`src/hw/uif_pkg.sv`:
```
// Package with register map, field positions, timing and carriers.
// How it works
// - All enabled status flags merge into one registered interrupt request output.
// - Status enables only gate the request; flags still latch for polling.
// - Engine-set flags stay set until software writes zero to them.
// - Writing one to a writable status flag sets it.
// - While suspended, only the bus activity flag can be newly raised.
// - Start-of-frame token sets status bit 6.
// - A sent stall handshake sets status bit 5.
// - Constant idle bus for 3 ms sets status bit 4.
// - Bit 3 stays set while transactions queue; clearing it pops one.
// - Line activity sets status bit 2, even while suspended.
// - Bit 1 follows enabled errors only; software cannot set or clear it.
// - Bus reset sets status bit 0 and zeroes the device address.
// - Activity flag ignores clears while suspended and briefly after wake-up.
// - Engine stays stopped after suspend ends until the PLL reports lock.
// - Activity flag rises once per idle; it rearms only after idle.
// - Error flags, gated by their enables, are ORed into bit 1.
// - Each error flag sets in the cycle its error is seen.
// - Bit stuff violation sets error bit 7.
// - More than 16 idle bit times after EOP sets error bit 4.
// - Non-integral data field bytes set error bit 3.
// - Bad token CRC5 rejects the token and sets error bit 1.
// - CRC16 failure sets error bit 2; PID check failure sets bit 0.
// - An error enable of one passes its flag to bit 1; zero blocks.
package uif_pkg;

	localparam int unsigned ADDR_W = 3;
	localparam int unsigned DATA_W = 8;

	localparam logic [2:0] ADDR_STATUS_FLAGS   = 3'h0;
	localparam logic [2:0] ADDR_STATUS_ENABLES = 3'h1;
	localparam logic [2:0] ADDR_ERROR_FLAGS    = 3'h2;
	localparam logic [2:0] ADDR_ERROR_ENABLES  = 3'h3;
	localparam logic [2:0] ADDR_CONTROL        = 3'h4;
	localparam logic [2:0] ADDR_DEVICE_ADDRESS = 3'h5;
	localparam logic [2:0] ADDR_TRANS_STATUS   = 3'h6;

	localparam int unsigned BIT_FRAME_START  = 6;
	localparam int unsigned BIT_STALL_SENT   = 5;
	localparam int unsigned BIT_IDLE_DETECT  = 4;
	localparam int unsigned BIT_TRANS_DONE   = 3;
	localparam int unsigned BIT_BUS_ACTIVITY = 2;
	localparam int unsigned BIT_ERROR_SUM    = 1;
	localparam int unsigned BIT_BUS_RESET    = 0;

	localparam int unsigned BIT_BIT_STUFF  = 7;
	localparam int unsigned BIT_TURNAROUND = 4;
	localparam int unsigned BIT_DATA_SIZE  = 3;
	localparam int unsigned BIT_DATA_CRC   = 2;
	localparam int unsigned BIT_TOKEN_CRC  = 1;
	localparam int unsigned BIT_PACKET_ID  = 0;

	localparam int unsigned BIT_SUSPEND = 1;

	localparam logic [7:0] STATUS_IMPL_MASK = 8'h7F;
	localparam logic [7:0] ERROR_IMPL_MASK  = 8'h9F;
	localparam logic [7:0] RESET_FLAGS      = 8'h00;
	localparam logic [7:0] RESET_ENABLES    = 8'h00;
	localparam logic [7:0] RESET_CONTROL    = 8'h00;
	localparam logic [6:0] RESET_DEV_ADDR   = 7'h00;

	localparam int unsigned CLK_MHZ          = 25;
	localparam int unsigned IDLE_TIME_US     = 3000;
	localparam int unsigned IDLE_CYCLES      = IDLE_TIME_US * CLK_MHZ;
	localparam int unsigned TURNAROUND_BITS  = 16;
	localparam int unsigned BIT_TIME_CYCLES  = 2;
	localparam int unsigned WAKE_SYNC_CYCLES = 4;
	localparam int unsigned TRANS_DEPTH      = 4;

	typedef struct packed {
		logic       frame_start;
		logic       stall_sent;
		logic       trans_done;
		logic [7:0] trans_status;
		logic       bus_reset;
		logic       end_of_packet;
		logic       response_seen;
		logic       bit_stuff_err;
		logic       data_size_err;
		logic       data_crc_err;
		logic       token_crc_err;
		logic       packet_id_err;
	} uif_engine_type;

endpackage : uif_pkg

```
`src/hw/uif_sync3.sv`:
```
// Three-stage synchroniser that accepts a change once stages two and three agree.
`timescale 1ns/1ps
module uif_sync3 #(
	parameter int unsigned WIDTH = 1
) (
	input  wire logic             i_core_clk,
	input  wire logic             i_reset,
	input  wire logic [WIDTH-1:0] i_async,
	output logic      [WIDTH-1:0] o_sync
);
	logic [WIDTH-1:0] stage1;
	logic [WIDTH-1:0] stage2;
	logic [WIDTH-1:0] stage3;

	always_ff @(posedge i_core_clk or posedge i_reset) begin
		if (i_reset) begin
			stage1 <= '0;
			stage2 <= '0;
			stage3 <= '0;
		end else begin
			stage1 <= i_async;
			stage2 <= stage1;
			stage3 <= stage2;
		end
	end

	// Per-bit acceptance keeps a lone glitch in stage two from passing.
	for (genvar b = 0; b < WIDTH; b++) begin : g_accept
		always_ff @(posedge i_core_clk or posedge i_reset) begin
			if (i_reset) begin
				o_sync[b] <= 1'b0;
			end else if (stage2[b] == stage3[b]) begin
				o_sync[b] <= stage3[b];
			end
		end
	end
endmodule : uif_sync3

```
`src/hw/uif_tick_div.sv`:
```
// Divider that emits a one-cycle enable every DIV clock cycles.
`timescale 1ns/1ps
module uif_tick_div #(
	parameter int unsigned DIV = 2
) (
	input  wire logic i_core_clk,
	input  wire logic i_reset,
	input  wire logic i_run,
	output logic      o_tick
);
	localparam int unsigned CW = (DIV > 1) ? $clog2(DIV) : 1;
	localparam logic [CW-1:0] LAST = CW'(DIV - 1);

	logic [CW-1:0] count;

	always_ff @(posedge i_core_clk or posedge i_reset) begin
		if (i_reset) begin
			count  <= '0;
			o_tick <= 1'b0;
		end else if (!i_run) begin
			count  <= '0;
			o_tick <= 1'b0;
		end else begin
			o_tick <= (count == LAST);
			count  <= (count == LAST) ? '0 : count + CW'(1);
		end
	end
endmodule : uif_tick_div

```
`src/hw/uif_top.sv`:
```
// Two-level interrupt funnel with flag, enable and status registers.
//
// Implementation choices: the address-and-strobe port and the placing of the registers.
`timescale 1ns/1ps
module uif_top #(
	parameter int unsigned IDLE_COUNT  = uif_pkg::IDLE_CYCLES,
	parameter int unsigned BIT_DIV     = uif_pkg::BIT_TIME_CYCLES,
	parameter int unsigned TRANS_DEPTH = uif_pkg::TRANS_DEPTH
) (
	input  wire logic                   i_core_clk,
	input  wire logic                   i_reset,
	input  wire logic [2:0]             i_addr,
	input  wire logic [7:0]             i_wr_data,
	input  wire logic                   i_wr_strobe,
	input  wire logic                   i_rd_strobe,
	output logic      [7:0]             o_rd_data,
	input  wire uif_pkg::uif_engine_type i_engine,
	input  wire logic                   i_dplus,
	input  wire logic                   i_dminus,
	input  wire logic                   i_pll_locked,
	output logic                        o_usb_irq_request,
	output logic                        o_token_reject,
	output logic      [6:0]             o_device_address,
	output logic                        o_engine_run
);
	import uif_pkg::*;

	localparam int unsigned IW = $clog2(IDLE_COUNT + 1);
	localparam logic [IW-1:0] IDLE_LAST = IW'(IDLE_COUNT - 1);
	localparam int unsigned PW = (TRANS_DEPTH > 1) ? $clog2(TRANS_DEPTH) : 1;
	localparam int unsigned QW = $clog2(TRANS_DEPTH + 1);
	localparam logic [QW-1:0] Q_FULL = QW'(TRANS_DEPTH);
	localparam logic [4:0] TURN_LAST = 5'(TURNAROUND_BITS);
	localparam logic [2:0] WAKE_LOAD = 3'(WAKE_SYNC_CYCLES);

	logic [2:0]      sync_in;
	logic [1:0]      lines;
	logic [1:0]      lines_prev;
	logic            pll_ok;
	logic            bit_tick;
	logic [7:0]      usb_status_flags;
	logic [7:0]      usb_status_enables;
	logic [7:0]      usb_error_flags;
	logic [7:0]      usb_error_enables;
	logic [7:0]      usb_control_reg;
	logic [7:0]      transaction_status_reg;
	logic [7:0]      next_status;
	logic [7:0]      next_error;
	logic [7:0]      status_set;
	logic [7:0]      error_set;
	logic [7:0]      plain_next;
	logic            suspend;
	logic            suspend_prev;
	logic            run;
	logic [2:0]      wake_count;
	logic            act_blocked;
	logic            act_armed;
	logic            line_change;
	logic [IW-1:0]   idle_count;
	logic            idle_hit;
	logic            turn_active;
	logic [4:0]      turn_bits;
	logic            turn_timeout;
	logic [7:0]      trans_queue [TRANS_DEPTH];
	logic [PW-1:0]   queue_wp;
	logic [PW-1:0]   queue_rp;
	logic [QW-1:0]   queue_count;
	logic [QW-1:0]   next_count;
	logic            push;
	logic            pop;
	logic            wr_status;
	logic            wr_error;

	uif_sync3 #(
		.WIDTH(3)
	) u_sync (
		.i_core_clk(i_core_clk),
		.i_reset   (i_reset),
		.i_async   ({i_dplus, i_dminus, i_pll_locked}),
		.o_sync    (sync_in)
	);

	assign lines  = sync_in[2:1];
	assign pll_ok = sync_in[0];

	uif_tick_div #(
		.DIV(BIT_DIV)
	) u_bit_tick (
		.i_core_clk(i_core_clk),
		.i_reset   (i_reset),
		.i_run     (run),
		.o_tick    (bit_tick)
	);

	assign suspend   = usb_control_reg[BIT_SUSPEND];
	assign wr_status = i_wr_strobe && (i_addr == ADDR_STATUS_FLAGS);
	assign wr_error  = i_wr_strobe && (i_addr == ADDR_ERROR_FLAGS);

	// The engine only runs with suspend off and a locked PLL.
	assign run = !suspend && pll_ok;

	// Wake-up window during which activity clears are not honoured.
	always_ff @(posedge i_core_clk or posedge i_reset) begin
		if (i_reset) begin
			suspend_prev <= 1'b0;
			wake_count   <= '0;
		end else begin
			suspend_prev <= suspend;
			if (suspend_prev && !suspend) begin
				wake_count <= WAKE_LOAD;
			end else if (wake_count != 3'h0) begin
				wake_count <= wake_count - 3'h1;
			end
		end
	end

	assign act_blocked = suspend || (wake_count != 3'h0);

	// Idle means the lines hold still; counting needs the engine clock.
	assign line_change = (lines != lines_prev);

	always_ff @(posedge i_core_clk or posedge i_reset) begin
		if (i_reset) begin
			lines_prev <= '0;
			idle_count <= '0;
			idle_hit   <= 1'b0;
		end else begin
			lines_prev <= lines;
			idle_hit   <= run && !line_change && (idle_count == IDLE_LAST);
			if (line_change || !run) begin
				idle_count <= '0;
			end else if (idle_count != IW'(IDLE_COUNT)) begin
				idle_count <= idle_count + IW'(1);
			end
		end
	end

	// One activity event per idle period; idle rearms it.
	always_ff @(posedge i_core_clk or posedge i_reset) begin
		if (i_reset) begin
			act_armed <= 1'b0;
		end else if (idle_hit) begin
			act_armed <= 1'b1;
		end else if (line_change) begin
			act_armed <= 1'b0;
		end
	end

	// Turnaround timer counts bit times from end of packet to a response.
	always_ff @(posedge i_core_clk or posedge i_reset) begin
		if (i_reset) begin
			turn_active  <= 1'b0;
			turn_bits    <= '0;
			turn_timeout <= 1'b0;
		end else begin
			turn_timeout <= 1'b0;
			if (!run || i_engine.response_seen) begin
				turn_active <= 1'b0;
			end else if (i_engine.end_of_packet) begin
				turn_active <= 1'b1;
				turn_bits   <= '0;
			end else if (turn_active && bit_tick) begin
				if (turn_bits == TURN_LAST) begin
					turn_timeout <= 1'b1;
					turn_active  <= 1'b0;
				end else begin
					turn_bits <= turn_bits + 5'h1;
				end
			end
		end
	end

	// Transaction status queue; the flag stays set while the queue is non-empty.
	assign push = run && i_engine.trans_done && (queue_count != Q_FULL);
	assign pop  = wr_status && !i_wr_data[BIT_TRANS_DONE] &&
	              (queue_count != '0);
	assign next_count = queue_count + QW'(push) - QW'(pop);

	always_ff @(posedge i_core_clk or posedge i_reset) begin
		if (i_reset) begin
			queue_wp    <= '0;
			queue_rp    <= '0;
			queue_count <= '0;
		end else begin
			queue_count <= next_count;
			if (push) begin
				queue_wp <= (queue_wp == PW'(TRANS_DEPTH - 1)) ?
				            '0 : queue_wp + PW'(1);
			end
			if (pop) begin
				queue_rp <= (queue_rp == PW'(TRANS_DEPTH - 1)) ?
				            '0 : queue_rp + PW'(1);
			end
		end
	end

	always_ff @(posedge i_core_clk) begin
		if (push) begin
			trans_queue[queue_wp] <= i_engine.trans_status;
		end
	end

	assign transaction_status_reg = (queue_count != '0) ?
	                                trans_queue[queue_rp] : 8'h00;

	// Hardware set sources; all but activity need a running engine.
	always_comb begin
		status_set = 8'h00;
		status_set[BIT_FRAME_START]  = run && i_engine.frame_start;
		status_set[BIT_STALL_SENT]   = run && i_engine.stall_sent;
		status_set[BIT_IDLE_DETECT]  = idle_hit;
		status_set[BIT_BUS_ACTIVITY] = act_armed && line_change;
		status_set[BIT_BUS_RESET]    = run && i_engine.bus_reset;
		error_set = 8'h00;
		error_set[BIT_BIT_STUFF]  = run && i_engine.bit_stuff_err;
		error_set[BIT_TURNAROUND] = turn_timeout;
		error_set[BIT_DATA_SIZE]  = run && i_engine.data_size_err;
		error_set[BIT_DATA_CRC]   = run && i_engine.data_crc_err;
		error_set[BIT_TOKEN_CRC]  = run && i_engine.token_crc_err;
		error_set[BIT_PACKET_ID]  = run && i_engine.packet_id_err;
	end

	// Per bit: a hardware set wins over a software write of zero.
	for (genvar b = 0; b < 8; b++) begin : g_bits
		assign plain_next[b] = status_set[b] |
		       (wr_status ? i_wr_data[b] : usb_status_flags[b]);
		assign next_error[b] = ERROR_IMPL_MASK[b] & (error_set[b] |
		       (usb_error_flags[b] & ~(wr_error & ~i_wr_data[b])));
	end

	always_comb begin
		next_status = plain_next & STATUS_IMPL_MASK;
		next_status[BIT_TRANS_DONE] = (next_count != '0) ||
		       (wr_status ? i_wr_data[BIT_TRANS_DONE] :
		        usb_status_flags[BIT_TRANS_DONE] && (queue_count == '0));
		if (act_blocked && usb_status_flags[BIT_BUS_ACTIVITY]) begin
			next_status[BIT_BUS_ACTIVITY] = 1'b1;
		end
		next_status[BIT_ERROR_SUM] =
		       |(next_error & usb_error_enables);
	end

	always_ff @(posedge i_core_clk or posedge i_reset) begin
		if (i_reset) begin
			usb_status_flags <= RESET_FLAGS;
			usb_error_flags  <= RESET_FLAGS;
		end else begin
			usb_status_flags <= next_status;
			usb_error_flags  <= next_error;
		end
	end

	always_ff @(posedge i_core_clk or posedge i_reset) begin
		if (i_reset) begin
			usb_status_enables <= RESET_ENABLES;
			usb_error_enables  <= RESET_ENABLES;
			usb_control_reg    <= RESET_CONTROL;
		end else if (i_wr_strobe) begin
			if (i_addr == ADDR_STATUS_ENABLES) begin
				usb_status_enables <= i_wr_data & STATUS_IMPL_MASK;
			end
			if (i_addr == ADDR_ERROR_ENABLES) begin
				usb_error_enables <= i_wr_data & ERROR_IMPL_MASK;
			end
			if (i_addr == ADDR_CONTROL) begin
				usb_control_reg <= i_wr_data & 8'h02;
			end
		end
	end

	// Bus reset overrides a same-cycle software write of the address.
	always_ff @(posedge i_core_clk or posedge i_reset) begin
		if (i_reset) begin
			o_device_address <= RESET_DEV_ADDR;
		end else if (run && i_engine.bus_reset) begin
			o_device_address <= RESET_DEV_ADDR;
		end else if (i_wr_strobe && (i_addr == ADDR_DEVICE_ADDRESS)) begin
			o_device_address <= i_wr_data[6:0];
		end
	end

	always_ff @(posedge i_core_clk or posedge i_reset) begin
		if (i_reset) begin
			o_usb_irq_request <= 1'b0;
			o_token_reject    <= 1'b0;
			o_engine_run      <= 1'b0;
		end else begin
			o_usb_irq_request <=
			       |(usb_status_flags & usb_status_enables);
			o_token_reject <= run && i_engine.token_crc_err;
			o_engine_run   <= run;
		end
	end

	// Unmapped addresses read as zero.
	always_ff @(posedge i_core_clk or posedge i_reset) begin
		if (i_reset) begin
			o_rd_data <= 8'h00;
		end else if (i_rd_strobe) begin
			unique case (i_addr)
				ADDR_STATUS_FLAGS:   o_rd_data <= usb_status_flags;
				ADDR_STATUS_ENABLES: o_rd_data <= usb_status_enables;
				ADDR_ERROR_FLAGS:    o_rd_data <= usb_error_flags;
				ADDR_ERROR_ENABLES:  o_rd_data <= usb_error_enables;
				ADDR_CONTROL:        o_rd_data <= usb_control_reg;
				ADDR_DEVICE_ADDRESS: o_rd_data <= {1'b0, o_device_address};
				ADDR_TRANS_STATUS:   o_rd_data <= transaction_status_reg;
				default:             o_rd_data <= 8'h00;
			endcase
		end else begin
			o_rd_data <= 8'h00;
		end
	end
endmodule : uif_top

```
`config.mk`:
```
export PLATFORM = sky130hd
export DESIGN_NAME = uif_top
export DESIGN_NICKNAME = d
export VERILOG_FILES = /design/src/hw/uif_pkg.sv /design/src/hw/uif_sync3.sv /design/src/hw/uif_tick_div.sv /design/src/hw/uif_top.sv
export SDC_FILE = /design/constraint.sdc
export NUM_CORES = 1
export LEC_CHECK = 0
export ABC_AREA = 1
export BUFFER_PORTS_ARGS = -buffer_cell sky130_fd_sc_hd__buf_2
export CAP_MARGIN = 5
export CORE_ASPECT_RATIO = 0.7
export CORE_MARGIN = 5
export CORE_UTILIZATION = 40
export CTS_CLUSTER_DIAMETER = 150
export DETAILED_ROUTE_END_ITERATION = 7
export GPL_TIMING_DRIVEN = 1
export PLACE_DENSITY = 0.59
export SYNTH_ARGS = -nofsm -noshare
export SYNTH_HDL_FRONTEND = slang
export SYNTH_SLANG_ARGS = --single-unit
```
`constraint.sdc`:
```
create_clock -name i_core_clk -period 8.27 [get_ports i_core_clk]
set_clock_uncertainty 0.2 [all_clocks]
set_input_delay 2.0675 -clock i_core_clk [delete_from_list [all_inputs] [get_ports i_core_clk]]
set_output_delay 2.0675 -clock i_core_clk [all_outputs]
set_load 0.005 [all_outputs]
```
# Word level (Yosys, flattened, before mapping)
# Memories as Yosys holds them, arrays and structs flattened.
# Cells that the tools add are included.
# word_totals
reg_bits	98
mem_bits_rw	32
out_inout_bits	18
mem_count	1
# op_classes
n_addsub	8
eq_ne	17
n_mux	36
bitwise_logic	38
n_reduce_logical	50
# memory_table
name	depth	word_bits	rd	rd_ports_with_merged_regs	write_ports	line	text
trans_queue	4	8	1	0	1	uif_top.sv:64	logic [7:0] trans_queue [TRANS_DEPTH];
# op_table
op	n
one-hot mux 8 bit (7 select lines)	1
2-to-1 mux 17 bit	2
logical AND 1 bit	23
2-to-1 mux 1 bit	22
adder 17 x 1 -> 17 bit, second input constant	1
equality test 17 bit, second input constant	1
!= test 17 bit, second input constant	1
2-to-1 mux 8 bit	2
OR reduction 8 bit	2
2-to-1 mux 5 bit	3
nonzero test 3 bit	5
2-to-1 mux 7 bit	2
NOT 1 bit	13
bitwise AND 1 bit	12
bitwise OR 1 bit	11
nonzero test 2 bit	5
equality test 3 bit, second input constant	3
bitwise AND 8 bit	1
AND reduction 2 bit	4
bitwise AND 7 bit	1
equality test 3 x 2 -> 1 bit, second input constant	2
zero test 3 bit	2
2-to-1 mux 3 bit	2
adder 5 x 1 -> 5 bit, second input constant	1
other kinds (16)	27

# Longest topological paths before layout
# logic_depth
ltp_word	8
depth_mapped	12
depth_no_buf	12

# Modules after synthesis
# Synthesis repeated with hierarchy kept, for this count alone.
# hier_totals
hier_cells	601
area_unflattened_um2	5779.3
# by_module_without_submodules
module	n_inst	cells_each	area_each_um2	seq_area_each_um2
uif_top	1	569	5355.1	3062.9
uif_sync3	1	25	352.8	300.3
uif_tick_div	1	7	71.3	50.0

# Worst setup path before layout
# OpenSTA, ideal clock, no wires.
# synth_timing
path_kind	input to register
start	in i_wr_strobe
end	reg usb_status_flags[3]
arrival_ns	3.815
required_ns	7.947
path_slack_ns	4.132
stages	11
path_cell_list	buf_2 > inv_1 > nor2_2 > nand2_1 > nor2_2 > ha_1 > inv_1 > ha_1 > fa_1 > nor3_1 > nand2_1
# synth_between
elab_chain_len	6
# synth_lines
item	line	text
from (decl)	uif_top.sv:14	input wire logic i_wr_strobe,
logical AND 1 bit	uif_top.sv:96	assign wr_status = i_wr_strobe && (i_addr == ADDR_STATUS_FLAGS);
logical AND 1 bit (2 in a row)	uif_top.sv:175	assign pop = wr_status && !i_wr_data[BIT_TRANS_DONE] &&
named net pop	uif_top.sv:70	logic pop;
subtractor 3 x 1 -> 3 bit	uif_top.sv:177	assign next_count = queue_count + QW'(push) - QW'(pop);
named net next_count[1]	uif_top.sv:68	logic [QW-1:0] next_count;
nonzero test 3 bit	uif_top.sv:233	next_status[BIT_TRANS_DONE] = (next_count != '0) ||
logical OR 1 bit	uif_top.sv:233	
named net next_status[3]	uif_top.sv:47	logic [7:0] next_status;
to (signal assigned)	uif_top.sv:248	usb_status_flags <= next_status;
to (decl)	uif_top.sv:41	logic [7:0] usb_status_flags;
# The timed path passes the listed nets, and every way through them passes these cells.
# A chain may end at the register's enable or synchronous reset.

# Worst setup path after layout
# layout_timing
start	in i_addr[2]
end	reg usb_status_flags[3]
# layout_between
elab_chain_len	7
# layout_lines
item	line	text
from (decl)	uif_top.sv:12	input wire logic [2:0] i_addr,
zero test 3 bit	uif_top.sv:96	
logical AND 1 bit	uif_top.sv:96	
logical AND 1 bit (2 in a row)	uif_top.sv:175	
named net pop	uif_top.sv:70	
subtractor 3 x 1 -> 3 bit	uif_top.sv:177	
named net next_count[1]	uif_top.sv:68	
nonzero test 3 bit	uif_top.sv:233	
logical OR 1 bit	uif_top.sv:233	
named net next_status[3]	uif_top.sv:47	
# The timed path passes the listed nets, and every way through them passes these cells.

==> results.py <==
metrics = {
    "sta": {
        "timing.final.crit_share_pct": 49.2,
        "finalHoldViolCount": 0,
        "grt_setup_unrepaired": "no",
        "holdWs_ps": 148,
        "setup_viol": 0,
        "fmax_mhz": 246,
        "layout_min_cycle_time_ps": 4070,
        "finalSetupTns_ps": 0,
        "worstMarginPinSlew_ps": 930,
        "slew-limit-headroom_pct": 37.5,
        "drv_slew": 0,
    },
    "clock_network": {
        "cts.path.max_buffers": 2,
        "cts_buffers": 17,
        "cts-root-buf": "clkbuf_16",
        "htree_levels": 4,
        "cts_tree": "built",
        "post_cts_buffers": 0,
        "clkTransAtPathRegs_ps": 50,
        "cts_resized": 0,
        "clock-sinks": 130,
        "insertion_delay_ps": 420,
        "ctsHoldBuffers": 0,
    },
    "critical_path": {
        "cp.arrival_ps": 4160,
        "cp-end-kind": "flop",
        "crit_family": "adder cells",
        "cp_slowest_stage_delay_ps": 450,
        "critPathKind": "in -> reg",
        "critPathMaxFanout": 6,
        "crit_chain": "buf_2 -> inv_2 -> nand2_2 -> nor2_2 -> nand2_1 -> nor2_2 -> ha_1 -> inv_1 -> ha_1 -> fa_1 -> nor3_1 -> nand2_1",
        "cpMaxStageDelayCell": "fa_1",
        "cp.required_ps": 8360,
        "startpoint_type": "input port",
        "crit_buf_inv": 3,
    },
    "detailed_routing": {
        "via_count": 4354,
        "ant_nets": 0,
        "first_iter_violations": 331,
        "drc": 0,
        "viasPerCell": 5.01,
        "avgRoutedWirePerCell_um": 15.3,
        "wl_mm": 13.3,
        "drt_pass1_iterations": 5,
    },
    "floorplanning": {
        "die_w_um": 153,
        "row_count": 36,
        "io_pins": 55,
        "core_um2": 14000,
        "start_util_pct": 41.0,
        "die_h_um": 110,
        "dieArea_um2": 16900,
    },
    "cells_and_area": {
        "n_antenna_cell": 0,
        "reg.largest.list": "trans_queue: 32 flops, idle_count: 17 flops, o_rd_data: 8 flops",
        "stdcell_area_um2": 6800,
        "syn_to_final_growth_pct": 18.4,
        "registers.top_by_ff_count": "trans_queue",
        "largest_reg_flops": 32,
        "drive_gt1_share_pct": 16.8,
        "final_util_pct": 48.5,
        "num-nets-final": 717,
    },
    "logic_synthesis": {
        "syn-cell-area_um2": 5740,
        "ys_async_sr_fraction_pct": 75.4,
        "synth.most_common_cell": "nand2_1",
        "synth_cell_types": 39,
        "synth_flop_cell": "dfrtp_1",
        "ys_top_cells_by_area": "dfrtp_1 (43%), edfxtp_1 (17%), nand2_1 (8.4%)",
        "synthCells": 601,
        "syn_avg_cell_area_um2": 9.55,
        "synth_commonest_cells": "nand2_1 (129), dfrtp_1 (98), inv_1 (65), nor2_1 (62), o21ai_0 (38)",
        "synth_top_area_cell": "dfrtp_1",
        "yosys_warnings": 0,
        "ys_ff_latch": 130,
        "synth_fp_nets": 652,
        "synth-edff-count": 32,
        "synth_top_area_share_pct": 42.7,
        "seq_area_frac_synth_pct": 59.5,
    },
    "pwr": {
        "switching_power_mw": 0.558,
        "irDropWorstVdd_v": 0.000142,
        "swShare_pct": 29.5,
        "p_seq_share_pct": 43.7,
        "p_leak_nw": 3.01,
        "pwr-share-comb_pct": 17.0,
        "power_frac_clock_pct": 39.3,
        "intPower_mw": 1.34,
        "power_density_nw_per_um2": 279,
    },
    "global_route": {
        "grt_pass1_vias": 4318,
        "antenna_found_initial": 0,
        "overflow": 0,
        "grt_use_total_pct": 16.8,
        "grt_max_degree": 66,
        "grt_pass1_wl_mm": 22.1,
    },
    "placed_design": {
        "post-dp-hpwl_mm": 9.70,
        "gp_congestion": 0.875,
        "portBuffers": 54,
        "placed_area_um2": 6200,
    },
    "hold_path": {
        "worstHoldPathType": "reg -> reg",
    },
    "job": {
        "max_cap_viol_count": 0,
    },
    "outcome": {
        "status": "completed",
    },
}
## kinds of logic (layout without fill, tap and decap cells)
group	count (synthesis)	after routing	share of synthesized area [%]
AND/OR/NAND/NOR	257	257	19.4
flip-flops	130	130	59.5
AO/OA/AOI/OAI	108	108	10.7
buffers and inverters	82	160	5.69
adder cells (fa/ha/maj)	17	17	3.71
XOR/XNOR	7	7	1.07
## cells in the final DEF, fill, tap and decap left out, types with 2 or more instances in the layout
cell          n
nor3_1       11
ha_1         13
a31o_2        2
a31oi_1       3
inv_1        64
inv_2         8
maj3_1        3
dfrtp_1      98
o21ai_1      22
nor3_4        2
clkinv_1      3
nor2_1       62
a21oi_1      22
bufinv_16     3
clkbuf_16    17
xor2_1        4
clkinvlp_4    5
o211ai_1      5
nand3_1      28
nand2_1     129
nand3_2       2
o21ai_0      38
buf_2        54
o22ai_1       7
edfxtp_1     32
nor4_1        2
nor2_2        6
nand2_2       4
nand4_1       9
a221oi_1      2
xnor2_1       3
clkinv_2      2
a22oi_1       2
## per-stage QoR
step	power, mW	instances	setup slack, ps
CTS	1.91	869	4220
finish	1.89	869	4200
floorplan	1.04	601	3440
detailed placement	1.16	837	3800
global placement	1.14	837	3870
global route	2.00	869	4060
## worst reg2reg max path: cells and delay by family (launching register included)
family | cells | cell delay, ps
simple gates | 4 | 1200
fa+ha+maj | 3 | 890
flops | 1 | 410
xor+xnor | 1 | 190
buf+inv | 1 | 40
## routing by layer
metal / GRT usage, % / up-vias / routed length [µm] / part of all wire [%]
met5: 0 / - / 0 / 0
met4: 5.15 / 0 / 142 / 1.1
met2: 24.5 / 132 / 5650 / 43
met3: 4.99 / 10 / 863 / 6.5
met1: 24.2 / 2088 / 6620 / 50
li1: - / 2124 / - / -
## worst paths after layout
| kind | from | slack, ps | endpoint | cells after the start |
|---|---|---|---|---|
| setup / recovery | i_addr[2] | 4200 | usb_status_flags[3] | 12 |
| hold / removal | u_sync.stage1[1] | 150 | u_sync.stage2[1] | 0 |
| setup reg to reg | queue_count[1] | 5230 | usb_status_flags[3] | 9 |
| hold reg to reg | u_sync.stage1[1] | 150 | u_sync.stage2[1] | 0 |
| max in group asynchronous | i_reset | 5250 | suspend_prev | 3 |
| min in group asynchronous | i_reset | 1440 | idle_count[15] | 2 |
## layout make-up
type | instances | area, µm²
clock buffers | 17 | 425
clock inverters | 15 | 166
fillers | 1285 | 7210
inverters | 73 | 277
multi-input cells | 389 | 2000
flip-flops and latches | 130 | 3410
well taps | 190 | 238
repair buffers | 55 | 278
## power groups by stage
stage / clock network (mW) / registers (mW) / logic, mW
after floorplan: 0 / 0.801 / 0.244
after global placement: 0 / 0.832 / 0.307
after global routing: 0.786 / 0.838 / 0.371
final: 0.744 / 0.828 / 0.322
after detailed placement: 0 / 0.837 / 0.320
after CTS: 0.756 / 0.826 / 0.325
(Power assumes the default switching activity.)
